### src/design/udr_consts.svh
`ifndef UDR_CONSTS_SVH
`define UDR_CONSTS_SVH

// Register byte offsets
`define UDR_OFS_CTRL      8'h00
`define UDR_OFS_RATE      8'h04
`define UDR_OFS_FRAME     8'h08
`define UDR_OFS_STATUS    8'h0C
`define UDR_OFS_RX_COUNT  8'h10
`define UDR_OFS_RX_DATA   8'h14
`define UDR_OFS_TX_QUEUE  8'h18
`define UDR_OFS_TX_RAW    8'h1C
`define UDR_OFS_IRQ_STAT  8'h20
`define UDR_OFS_IRQ_MASK  8'h24
`define UDR_OFS_FLUSH     8'h28
`define UDR_OFS_LINE_LEN  8'h2C
`define UDR_OFS_LINE_DATA 8'h30

// Control fields
`define UDR_CTRL_EN       0
`define UDR_CTRL_TXIE     1
`define UDR_CTRL_RTS      2
// Status fields
`define UDR_ST_TX_BUSY    0
`define UDR_ST_CTS        1
`define UDR_ST_RX_AVAIL   2
`define UDR_ST_LINE_ACT   3
`define UDR_ST_TX_FULL    4
// Interrupt event bits
`define UDR_EV_RX_BYTE    0
`define UDR_EV_TX_DONE    1
`define UDR_EV_LINE_DONE  2
`define UDR_EV_FRAME_ERR  3
`define UDR_EV_W          4

// Reset values
`define UDR_RATE_DEFAULT  4'h9
`define UDR_FRAME_RESET   5'h03
`define UDR_CR_BYTE       8'h0D

// Oversampling and bit-rate table in baud
`define UDR_OVERSAMPLE    16
`define UDR_BAUD_1        110
`define UDR_BAUD_2        150
`define UDR_BAUD_3        300
`define UDR_BAUD_4        600
`define UDR_BAUD_5        1200
`define UDR_BAUD_6        2400
`define UDR_BAUD_7        4800
`define UDR_BAUD_8        9600
`define UDR_BAUD_9        19200
`define UDR_BAUD_10       38400
`define UDR_BAUD_11       57600
`define UDR_BAUD_12       115200
`define UDR_BAUD_13       250000
`define UDR_BAUD_14       500000
`define UDR_BAUD_15       1250000

`endif

### src/design/udr_pkg.sv
`default_nettype none
package udr_pkg;
  typedef enum logic [2:0] {RX_IDLE, RX_START, RX_DATA, RX_PAR, RX_STOP} udr_rx_state_e;
  typedef enum logic [2:0] {TX_IDLE, TX_START, TX_DATA, TX_PAR, TX_STOP} udr_tx_state_e;
  // Character framing: data bits = 5 + dbits
  typedef struct packed {
    logic       parity_odd;
    logic       parity_en;
    logic       two_stop;
    logic [1:0] dbits;
  } udr_frame_s;
endpackage : udr_pkg
`default_nettype wire

### src/design/udr_uart_dma_ring.sv
// Functional notes
// - Bit rate from system clock, max clk/16
// - Rate codes 1..15, code 9 default
// - Code selects divisor of clock/16
// - Reset framing 8N1, full duplex
// - Data, stop, parity bits software changeable
// - Receive DMA fills wrapping ring at head
// - Full ring overwrites oldest, no warning
// - Reception stops only on reset or close
// - Unread count is head minus tail
// - Pop from tail in FIFO order
// - Send while pointers differ, then disable interrupt
// - Busy clears when all data sent
// - Sending starts only with interrupt enabled
// - Line read stops at count or CR
// - No flow control; CTS readable, RTS settable
// - Close disables; flush resets receive pointers
// - Transmit and receive rates independent
`include "udr_consts.svh"
`default_nettype none
module udr_uart_dma_ring
  import udr_pkg::*;
#(
  parameter int SYS_CLK_HZ = 125_000_000,  // System clock rate
  parameter int RX_DEPTH   = 16,           // Receive ring bytes
  parameter int TX_DEPTH   = 16            // Transmit ring bytes
) (
  input  wire logic        ref_clk_i,   // System clock
  input  wire logic        sys_rst_i,   // Async reset, high
  input  wire logic [7:0]  addr_i,      // Register byte address
  input  wire logic [31:0] wdata_i,     // Write data
  input  wire logic        wr_i,        // Write strobe
  input  wire logic        rd_i,        // Read strobe
  output logic      [31:0] rdata_o,     // Read data, next cycle
  input  wire logic        rxd_i,       // Serial receive pin
  output logic             txd_o,       // Serial transmit pin
  input  wire logic        cts_n_i,     // Clear to send pin
  output logic             rts_n_o,     // Request to send pin
  output logic             irq_o        // Level interrupt
);

  localparam int RAW = $clog2(RX_DEPTH);
  localparam int TAW = $clog2(TX_DEPTH);

  // Rounded divisor for one rate code
  function automatic int rate_div(input int code);
    int baud;
    case (code)
      1:       baud = `UDR_BAUD_1;
      2:       baud = `UDR_BAUD_2;
      3:       baud = `UDR_BAUD_3;
      4:       baud = `UDR_BAUD_4;
      5:       baud = `UDR_BAUD_5;
      6:       baud = `UDR_BAUD_6;
      7:       baud = `UDR_BAUD_7;
      8:       baud = `UDR_BAUD_8;
      10:      baud = `UDR_BAUD_10;
      11:      baud = `UDR_BAUD_11;
      12:      baud = `UDR_BAUD_12;
      13:      baud = `UDR_BAUD_13;
      14:      baud = `UDR_BAUD_14;
      15:      baud = `UDR_BAUD_15;
      default: baud = `UDR_BAUD_9;
    endcase
    rate_div = (SYS_CLK_HZ + (`UDR_OVERSAMPLE * baud) / 2) / (`UDR_OVERSAMPLE * baud);
    if (rate_div < 1) rate_div = 1;
  endfunction : rate_div

  // Divisor table, one constant per code
  logic [19:0] div_tab [16];
  for (genvar g = 0; g < 16; g++) begin : g_div
    assign div_tab[g] = 20'(rate_div(g));
  end

  // Software state
  logic             port_en;
  logic             tx_ie;
  logic             rts;
  logic [3:0]       tx_code;
  logic [3:0]       rx_code;
  udr_frame_s       frame;
  logic [`UDR_EV_W-1:0] irq_stat;
  logic [`UDR_EV_W-1:0] irq_mask;
  logic [15:0]      line_left;
  logic             line_act;

  // Rings and pointers
  logic [7:0]       rx_mem [RX_DEPTH];
  logic [RAW-1:0]   rx_head;
  logic [RAW-1:0]   rx_tail;
  logic [RAW:0]     rx_count;
  logic [7:0]       tx_mem [TX_DEPTH];
  logic [TAW-1:0]   tx_head;
  logic [TAW-1:0]   tx_tail;
  logic [TAW:0]     tx_count;

  // Decodes
  logic wr_ctrl, wr_rate, wr_frame, wr_txq, wr_txr, wr_istat, wr_imask, wr_flush, wr_line;
  logic rd_pop, rd_line;
  assign wr_ctrl  = wr_i && addr_i == `UDR_OFS_CTRL;
  assign wr_rate  = wr_i && addr_i == `UDR_OFS_RATE;
  assign wr_frame = wr_i && addr_i == `UDR_OFS_FRAME;
  assign wr_txq   = wr_i && addr_i == `UDR_OFS_TX_QUEUE;
  assign wr_txr   = wr_i && addr_i == `UDR_OFS_TX_RAW;
  assign wr_istat = wr_i && addr_i == `UDR_OFS_IRQ_STAT;
  assign wr_imask = wr_i && addr_i == `UDR_OFS_IRQ_MASK;
  assign wr_flush = wr_i && addr_i == `UDR_OFS_FLUSH;
  assign wr_line  = wr_i && addr_i == `UDR_OFS_LINE_LEN;
  assign rd_line  = rd_i && addr_i == `UDR_OFS_LINE_DATA && line_act && rx_count != '0;
  assign rd_pop   = (rd_i && addr_i == `UDR_OFS_RX_DATA && rx_count != '0) || rd_line;

  // Pin synchronisers
  logic [1:0] rxd_sync;
  logic [1:0] cts_sync;
  always_ff @(posedge ref_clk_i or posedge sys_rst_i) begin
    if (sys_rst_i) begin
      rxd_sync <= 2'b11;
      cts_sync <= 2'b11;
    end else begin
      rxd_sync <= {rxd_sync[0], rxd_i};
      cts_sync <= {cts_sync[0], cts_n_i};
    end
  end

  // Control and rate registers
  logic tx_emptied;
  always_ff @(posedge ref_clk_i or posedge sys_rst_i) begin
    if (sys_rst_i) begin
      port_en <= 1'b0;
      rts     <= 1'b0;
      tx_code <= `UDR_RATE_DEFAULT;
      rx_code <= `UDR_RATE_DEFAULT;
      frame   <= `UDR_FRAME_RESET;
    end else begin
      if (wr_ctrl) begin
        port_en <= wdata_i[`UDR_CTRL_EN];
        rts     <= wdata_i[`UDR_CTRL_RTS];
      end
      if (wr_rate && wdata_i[3:0] != 4'h0) tx_code <= wdata_i[3:0];
      if (wr_rate && wdata_i[7:4] != 4'h0) rx_code <= wdata_i[7:4];
      if (wr_frame) frame <= wdata_i[4:0];
    end
  end

  // Transmit interrupt enable
  always_ff @(posedge ref_clk_i or posedge sys_rst_i) begin
    if (sys_rst_i) begin
      tx_ie <= 1'b0;
    end else if (wr_txq && port_en) begin
      tx_ie <= 1'b1;
    end else if (wr_ctrl) begin
      tx_ie <= wdata_i[`UDR_CTRL_EN] && wdata_i[`UDR_CTRL_TXIE];
    end else if (!port_en || tx_emptied) begin
      tx_ie <= 1'b0;
    end
  end

  // Oversample tick generators
  logic [19:0] rx_div_cnt;
  logic [19:0] tx_div_cnt;
  logic        rx_tick;
  logic        tx_tick;
  assign rx_tick = rx_div_cnt == 20'h0_0000;
  assign tx_tick = tx_div_cnt == 20'h0_0000;
  always_ff @(posedge ref_clk_i or posedge sys_rst_i) begin
    if (sys_rst_i) begin
      rx_div_cnt <= 20'h0_0000;
      tx_div_cnt <= 20'h0_0000;
    end else begin
      rx_div_cnt <= rx_tick ? div_tab[rx_code] - 20'h0_0001 : rx_div_cnt - 20'h0_0001;
      tx_div_cnt <= tx_tick ? div_tab[tx_code] - 20'h0_0001 : tx_div_cnt - 20'h0_0001;
    end
  end

  // Receiver
  udr_rx_state_e rx_st;
  logic [3:0]    rx_ph;
  logic [2:0]    rx_bit;
  logic [7:0]    rx_sh;
  logic          rx_par;
  logic          rx_store;
  logic          rx_ferr;
  logic [7:0]    rx_byte;
  logic          rx_in;
  assign rx_in   = rxd_sync[1];
  assign rx_byte = rx_sh >> (3'd3 - frame.dbits);
  always_ff @(posedge ref_clk_i or posedge sys_rst_i) begin
    if (sys_rst_i) begin
      rx_st    <= RX_IDLE;
      rx_ph    <= 4'h0;
      rx_bit   <= 3'h0;
      rx_sh    <= 8'h00;
      rx_par   <= 1'b0;
      rx_store <= 1'b0;
      rx_ferr  <= 1'b0;
    end else begin
      rx_store <= 1'b0;
      rx_ferr  <= 1'b0;
      if (!port_en) begin
        rx_st <= RX_IDLE;
      end else if (rx_tick) begin
        rx_ph <= rx_ph + 4'h1;
        case (rx_st)
          RX_IDLE: begin
            rx_ph <= 4'h0;
            if (!rx_in) rx_st <= RX_START;
          end
          RX_START: begin
            if (rx_ph == 4'h7) begin
              rx_ph  <= 4'h0;
              rx_bit <= 3'h0;
              rx_par <= frame.parity_odd;
              rx_st  <= rx_in ? RX_IDLE : RX_DATA;
            end
          end
          RX_DATA: begin
            if (rx_ph == 4'hF) begin
              rx_sh  <= {rx_in, rx_sh[7:1]};
              rx_par <= rx_par ^ rx_in;
              rx_bit <= rx_bit + 3'h1;
              if (rx_bit == {1'b1, frame.dbits}) rx_st <= frame.parity_en ? RX_PAR : RX_STOP;
            end
          end
          RX_PAR: begin
            if (rx_ph == 4'hF) begin
              rx_par <= rx_par ^ rx_in;
              rx_st  <= RX_STOP;
            end
          end
          RX_STOP: begin
            if (rx_ph == 4'hF) begin
              rx_st    <= RX_IDLE;
              rx_store <= rx_in && !(frame.parity_en && rx_par);
              rx_ferr  <= !rx_in || (frame.parity_en && rx_par);
            end
          end
          default: rx_st <= RX_IDLE;
        endcase
      end
    end
  end

  // Receive DMA into the ring
  always_ff @(posedge ref_clk_i) begin
    if (rx_store) rx_mem[rx_head] <= rx_byte;
  end

  always_ff @(posedge ref_clk_i or posedge sys_rst_i) begin
    if (sys_rst_i) begin
      rx_head  <= '0;
      rx_tail  <= '0;
      rx_count <= '0;
    end else if (wr_flush) begin
      rx_head  <= '0;
      rx_tail  <= '0;
      rx_count <= '0;
    end else begin
      if (rx_store) rx_head <= rx_head + 1'b1;
      if (rx_pop_or_over()) rx_tail <= rx_tail + 1'b1;
      if (rx_store && !rd_pop && rx_count != RX_DEPTH[RAW:0]) rx_count <= rx_count + 1'b1;
      else if (!rx_store && rd_pop) rx_count <= rx_count - 1'b1;
    end
  end

  // Tail moves on a pop or when a full ring is overwritten
  function automatic logic rx_pop_or_over();
    rx_pop_or_over = rd_pop || (rx_store && rx_count == RX_DEPTH[RAW:0]);
  endfunction : rx_pop_or_over

  // Line read tracking
  always_ff @(posedge ref_clk_i or posedge sys_rst_i) begin
    if (sys_rst_i) begin
      line_left <= 16'h0000;
      line_act  <= 1'b0;
    end else if (wr_line) begin
      line_left <= wdata_i[15:0];
      line_act  <= wdata_i[15:0] != 16'h0000;
    end else if (rd_line) begin
      line_left <= line_left - 16'h0001;
      if (line_left == 16'h0001 || rx_mem[rx_tail] == `UDR_CR_BYTE) line_act <= 1'b0;
    end
  end

  // Transmit ring fill
  logic tx_take;
  logic tx_push;
  assign tx_push = (wr_txq || wr_txr) && tx_count != TX_DEPTH[TAW:0];
  always_ff @(posedge ref_clk_i) begin
    if (tx_push) tx_mem[tx_head] <= wdata_i[7:0];
  end

  always_ff @(posedge ref_clk_i or posedge sys_rst_i) begin
    if (sys_rst_i) begin
      tx_head  <= '0;
      tx_tail  <= '0;
      tx_count <= '0;
    end else begin
      if (tx_push) tx_head <= tx_head + 1'b1;
      if (tx_take) tx_tail <= tx_tail + 1'b1;
      if (tx_push && !tx_take) tx_count <= tx_count + 1'b1;
      else if (!tx_push && tx_take) tx_count <= tx_count - 1'b1;
    end
  end

  // Transmitter
  udr_tx_state_e tx_st;
  logic [3:0]    tx_ph;
  logic [2:0]    tx_bit;
  logic [7:0]    tx_sh;
  logic          tx_par;
  logic          tx_stop2;
  assign tx_take    = tx_st == TX_IDLE && tx_tick && tx_ie && port_en && tx_count != '0;
  assign tx_emptied = tx_st == TX_STOP && tx_tick && tx_ph == 4'hF && !tx_stop2 && tx_count == '0;
  always_ff @(posedge ref_clk_i or posedge sys_rst_i) begin
    if (sys_rst_i) begin
      tx_st    <= TX_IDLE;
      tx_ph    <= 4'h0;
      tx_bit   <= 3'h0;
      tx_sh    <= 8'h00;
      tx_par   <= 1'b0;
      tx_stop2 <= 1'b0;
      txd_o    <= 1'b1;
    end else if (!port_en) begin
      tx_st <= TX_IDLE;
      txd_o <= 1'b1;
    end else if (tx_tick) begin
      tx_ph <= tx_ph + 4'h1;
      case (tx_st)
        TX_IDLE: begin
          tx_ph <= 4'h0;
          txd_o <= 1'b1;
          if (tx_take) begin
            tx_sh  <= tx_mem[tx_tail];
            tx_par <= frame.parity_odd;
            tx_bit <= 3'h0;
            tx_st  <= TX_START;
            txd_o  <= 1'b0;
          end
        end
        TX_START: begin
          if (tx_ph == 4'hF) begin
            tx_st <= TX_DATA;
            txd_o <= tx_sh[0];
          end
        end
        TX_DATA: begin
          if (tx_ph == 4'hF) begin
            tx_par <= tx_par ^ tx_sh[0];
            tx_sh  <= {1'b0, tx_sh[7:1]};
            tx_bit <= tx_bit + 3'h1;
            if (tx_bit == {1'b1, frame.dbits}) begin
              tx_st    <= frame.parity_en ? TX_PAR : TX_STOP;
              txd_o    <= frame.parity_en ? tx_par ^ tx_sh[0] : 1'b1;
              tx_stop2 <= frame.two_stop;
            end else begin
              txd_o <= tx_sh[1];
            end
          end
        end
        TX_PAR: begin
          if (tx_ph == 4'hF) begin
            tx_st <= TX_STOP;
            txd_o <= 1'b1;
          end
        end
        TX_STOP: begin
          if (tx_ph == 4'hF) begin
            tx_stop2 <= 1'b0;
            if (!tx_stop2) tx_st <= TX_IDLE;
          end
        end
        default: tx_st <= TX_IDLE;
      endcase
    end
  end

  // Sticky interrupt status, set beats clear
  logic [`UDR_EV_W-1:0] ev;
  assign ev = {rx_ferr, rd_line && line_left == 16'h0001 || rd_line && rx_mem[rx_tail] == `UDR_CR_BYTE,
               tx_emptied, rx_store};
  always_ff @(posedge ref_clk_i or posedge sys_rst_i) begin
    if (sys_rst_i) begin
      irq_stat <= '0;
      irq_mask <= '0;
    end else begin
      irq_stat <= (irq_stat & ~(wr_istat ? wdata_i[`UDR_EV_W-1:0] : '0)) | ev;
      if (wr_imask) irq_mask <= wdata_i[`UDR_EV_W-1:0];
    end
  end
  assign irq_o = port_en && |(irq_stat & irq_mask);

  // Flow-control pins, no automatic action
  assign rts_n_o = !rts;

  // Read data, one cycle after the strobe
  logic tx_busy;
  assign tx_busy = tx_st != TX_IDLE || (tx_ie && tx_count != '0);
  always_ff @(posedge ref_clk_i or posedge sys_rst_i) begin
    if (sys_rst_i) begin
      rdata_o <= 32'h0000_0000;
    end else if (rd_i) begin
      case (addr_i)
        `UDR_OFS_CTRL:      rdata_o <= {29'h0, rts, tx_ie, port_en};
        `UDR_OFS_RATE:      rdata_o <= {24'h0, rx_code, tx_code};
        `UDR_OFS_FRAME:     rdata_o <= {27'h0, frame};
        `UDR_OFS_STATUS:    rdata_o <= {27'h0, tx_count == TX_DEPTH[TAW:0], line_act, rx_count != '0,
                                        !cts_sync[1], tx_busy};
        `UDR_OFS_RX_COUNT:  rdata_o <= 32'(rx_count);
        `UDR_OFS_RX_DATA:   rdata_o <= rd_pop ? {24'h0, rx_mem[rx_tail]} : 32'h0000_0000;
        `UDR_OFS_IRQ_STAT:  rdata_o <= 32'(irq_stat);
        `UDR_OFS_IRQ_MASK:  rdata_o <= 32'(irq_mask);
        `UDR_OFS_LINE_LEN:  rdata_o <= {16'h0, line_left};
        `UDR_OFS_LINE_DATA: rdata_o <= rd_line ? {23'h0, 1'b1, rx_mem[rx_tail]} : 32'h0000_0000;
        default:            rdata_o <= 32'h0000_0000;
      endcase
    end
  end

endmodule : udr_uart_dma_ring
`default_nettype wire

### config.mk
export PLATFORM = sky130hd
export DESIGN_NAME = udr_uart_dma_ring
export DESIGN_NICKNAME = d
export VERILOG_FILES = /design/src/design/udr_pkg.sv /design/src/design/udr_uart_dma_ring.sv
export VERILOG_INCLUDE_DIRS = /design/src /design/src/design
export SDC_FILE = /design/constraint.sdc
export NUM_CORES = 1
export LEC_CHECK = 0
export ABC_AREA = 1
export BUFFER_PORTS_ARGS = -buffer_cell sky130_fd_sc_hd__buf_2
export CAP_MARGIN = 20
export CELL_PAD_IN_SITES_DETAIL_PLACEMENT = 2
export CELL_PAD_IN_SITES_GLOBAL_PLACEMENT = 2
export CORE_AREA = 5 5 227 229
export CTS_CLUSTER_DIAMETER = 40
export DETAILED_ROUTE_END_ITERATION = 8
export DIE_AREA = 0 0 232 234
export MAX_ROUTING_LAYER = met4
export PLACE_DENSITY = 0.9
export SYNTH_ARGS = -nofsm -noshare
export SYNTH_HDL_FRONTEND = slang
export SYNTH_SLANG_ARGS = --single-unit
### constraint.sdc
create_clock -name ref_clk_i -period 8.3 [get_ports ref_clk_i]
set_input_delay 0.415 -clock ref_clk_i [delete_from_list [all_inputs] [get_ports ref_clk_i]]
set_output_delay 0.415 -clock ref_clk_i [all_outputs]
set_load 0.005 [all_outputs]
==> results.cfg <==
[status]
status = finished clean

[floorplan]
fp-row-count = 82
io_pins = 81
start_util = 0.4213
dieArea_mm2 = 0.05429
core_region_area_mm2 = 0.04945
die_w_um = 232
die_h_um = 234

[route]
wirelength_um = 85100
drt_iter0_drc = 1567
vias = 18030
routed_via_density = 5.952
drt.antenna.violating_nets = 0
drt-pass1-iter-count = 7
post-route-drc-count = 0
routedWlPerCell_um = 28.09

[sta]
slew_violations = 0
setup_viol = 0
clock.fmax_ghz = 0.2801
worst_pin_slew_ps = 1097
finalHoldViolations = 0
period_minus_slack_ps = 3570
slew-limit-headroom = 0.2658
skew_ps = 45.40
rsz0062_at_grt = no
fin_setup_tns_ps = 0
period_share = 0.4301

[global_routing]
grt_overflow = 0
grt_pass1_vias = 20300
grtUsageMet1 = 0.3762
grt_most_used_layer = met2
grt_first_pass_wirelength_um = 129900
grt_max_degree = 72
gr-usage-all-layers = 0.3217
grt_util_met3 = 0.05231
antenna_found_initial = 2
use_met2 = 0.5608

[logic_synthesis]
synth_seq_area_share = 0.5726
synthCells = 2233
async_flop_share = 0.3976
netlist_area_mm2 = 0.02083
synth_ff_type = edfxtp_1
synth_edf_count = 256
avgSynthCellArea_um2 = 9.330
synth_cell_types = 60
ys_seq_elements = 425
synth-warning-count = 0

[placed_design]
gp_congestion = 0.8705
port_buffers = 48
hpwl_um = 48810

[clocking]
cts_buffers = 67
cts_buffer_depth = 3
cts.clk_slew.worst_paths_ps = 60
clock-sinks = 425
cts_setup_buffers = 0
htree_levels = 3
clk_latency_ps = 640
ctsRootBufferMaster = clkbuf_16
cts_tree = yes

[final_layout]
area_growth_pct = 15.42
layout.nets = 2387
drive_above_1_share = 0.1188

[critical_path]
critPathMaxFanout = 16
cp-start-kind = register
path_class = register to register
crit_required_ps = 8790
arrival_ps = 4060
crit_path_end_kind = register

[power]
p_leak_nw = 10.06
powerDensity_mw_per_mm2 = 250.5
power.total_mw = 6.023
irDropWorstVdd_mv = 0.1898

[hold_path]
hold_class = input pin to register

[run]
cap_viol_max_count = 0
registers in the layout, indices dropped and copies added (netlist names), 5 cells and up:
register    count
tx_count        5
frame           5
line_left      16
tx_mem        128
rx_sh           8
rx_mem        128
tx_sh           8
rx_div_cnt     20
tx_div_cnt     20
rdata_o        16
rx_count        5
cell type report:
cell class	instances	area, um^2
sequential	425	11930
clock buffer	78	1768
antenna	1	2.502
tap	672	840.8
timing repair buffer	68	446.7
fill	5181	25410
clock inverter	46	536.8
multi-input combinational	1502	7617
inverter	237	902.1
per-stage QoR:
step                std cells    util  setup slack, ps  cell area [um^2]  hold slack [ps]
floorplan                2248       -             3328             20890            345.2
global placement         2897  0.4373             4986             21630            348.5
detailed placement       2897  0.4373             4892             21630            351.0
CTS                      3024  0.4845             4745             23960            30.64
global route             3029  0.4863             4448             24050            83.58
finish                   3029  0.4863             4730             24050            65.62
cell families (layout without fill, tap and decap cells):
family	Yosys count	count (layout)	share of synthesized area
other	1	17	0.0001800
buffers and inverters	321	429	0.06498
AO/OA/AOI/OAI	359	359	0.1029
AND/OR/NAND/NOR	1045	1045	0.2168
multiplexers	1	1	0.0004805
flip-flops	425	425	0.5726
XOR/XNOR	41	41	0.01724
adder cells (fa/ha/maj)	40	40	0.02474
synth_stat cells (6+ instances only):
cell type | count | area (um^2)
o22ai_1 | 17 | 106.4
o221ai_1 | 30 | 262.8
nor2_2 | 19 | 118.9
nand3b_1 | 11 | 82.58
o211ai_1 | 29 | 217.7
nor2_1 | 264 | 991.0
nor3_1 | 17 | 85.08
buf_4 | 16 | 120.1
nor2_4 | 10 | 112.6
xor2_1 | 31 | 271.5
nand4_1 | 24 | 150.1
nand2_2 | 12 | 75.07
edfxtp_1 | 256 | 7687
ha_1 | 38 | 475.5
buf_2 | 28 | 140.1
dfrtp_1 | 158 | 3954
buf_6 | 6 | 67.56
o21ai_0 | 175 | 875.8
xnor2_1 | 10 | 87.58
a21oi_1 | 43 | 215.2
clkinv_1 | 7 | 26.28
o21ai_1 | 23 | 115.1
inv_1 | 214 | 803.3
nand2_1 | 515 | 1933
nand3_1 | 156 | 780.8
clkbuf_1 | 32 | 120.1
inv_2 | 14 | 52.55
dfstp_2 | 11 | 289.0
layer usage:
metal,vias up,part of all wire
met2,734,0.52
li1,7653,-
met1,9385,0.39
met4,0,0.043
met5,-,0
met3,256,0.055
critical path, stage by stage, from the launching register on:
cell and delay [ps]:
dfrtp_1 400, nor2_1 120, nand3_1 140, nor2_2 270, nand3_4 260, nor2_4 340, nand2_2 130, nor2_4 270
inv_2 110, ha_1 250, inv_1 160, ha_1 290, a21oi_1 160, nor2_1 50, nor2_1 160, nand2_1 80
nand2_1 60, nor2_1 50, xor2_1 140
path summary, 6_finish.rpt:
kind                           startpoint            end  slack, ps  depth (start not counted)
hold / removal                wdata_i[13]  line_left[13]         70                          3
min in group asynchronous       sys_rst_i  line_left[14]        440                          3
setup / recovery           tx_div_cnt[15]    tx_count[4]       4730                         18
max in group asynchronous       sys_rst_i     tx_tail[0]       6370                          4
setup reg to reg           tx_div_cnt[15]    tx_count[4]       4730                         18
hold reg to reg               cts_sync[0]    cts_sync[1]        350                          0
cell usage in the layout, fill, tap and decap left out, types with 6 or more instances in the layout:
cell / count
nand2_1: 515
nor2_1: 264
edfxtp_1: 256
inv_1: 213
o21ai_0: 172
nand3_1: 156
dfrtp_1: 156
clkbuf_16: 67
buf_2: 48
a21oi_1: 43
ha_1: 38
xor2_1: 31
o221ai_1: 30
o211ai_1: 29
nand4_1: 24
o21ai_1: 24
nor2_2: 19
o22ai_1: 17
nor3_1: 17
conb_1: 16
inv_2: 14
buf_4: 13
nand2_2: 12
inv_6: 12
nand3b_1: 11
dfstp_2: 11
clkinv_1: 10
nor2_4: 10
xnor2_1: 10
clkinvlp_4: 8
clkinv_2: 8
o21ai_2: 7
bufinv_16: 6
clkbuf_1: 6
power breakdown:
| part | leakage (nW) | total (mW) | switching [mW] | internal [mW] |
|---|---|---|---|---|
| Sequential | 4.35 | 2.39 | 0.0712 | 2.32 |
| Combinational | 4.60 | 0.659 | 0.491 | 0.168 |
| Clock | 1.11 | 2.98 | 1.22 | 1.76 |
what timing repair did:
| action | CTS | global route |
|---|---|---|
| endpoints found under the hold margin | 62 | 0 |
| hold buffers | 3 | 0 |
| resized for setup | 0 | 0 |
Note: power is estimated with default switching activity, not from simulation.
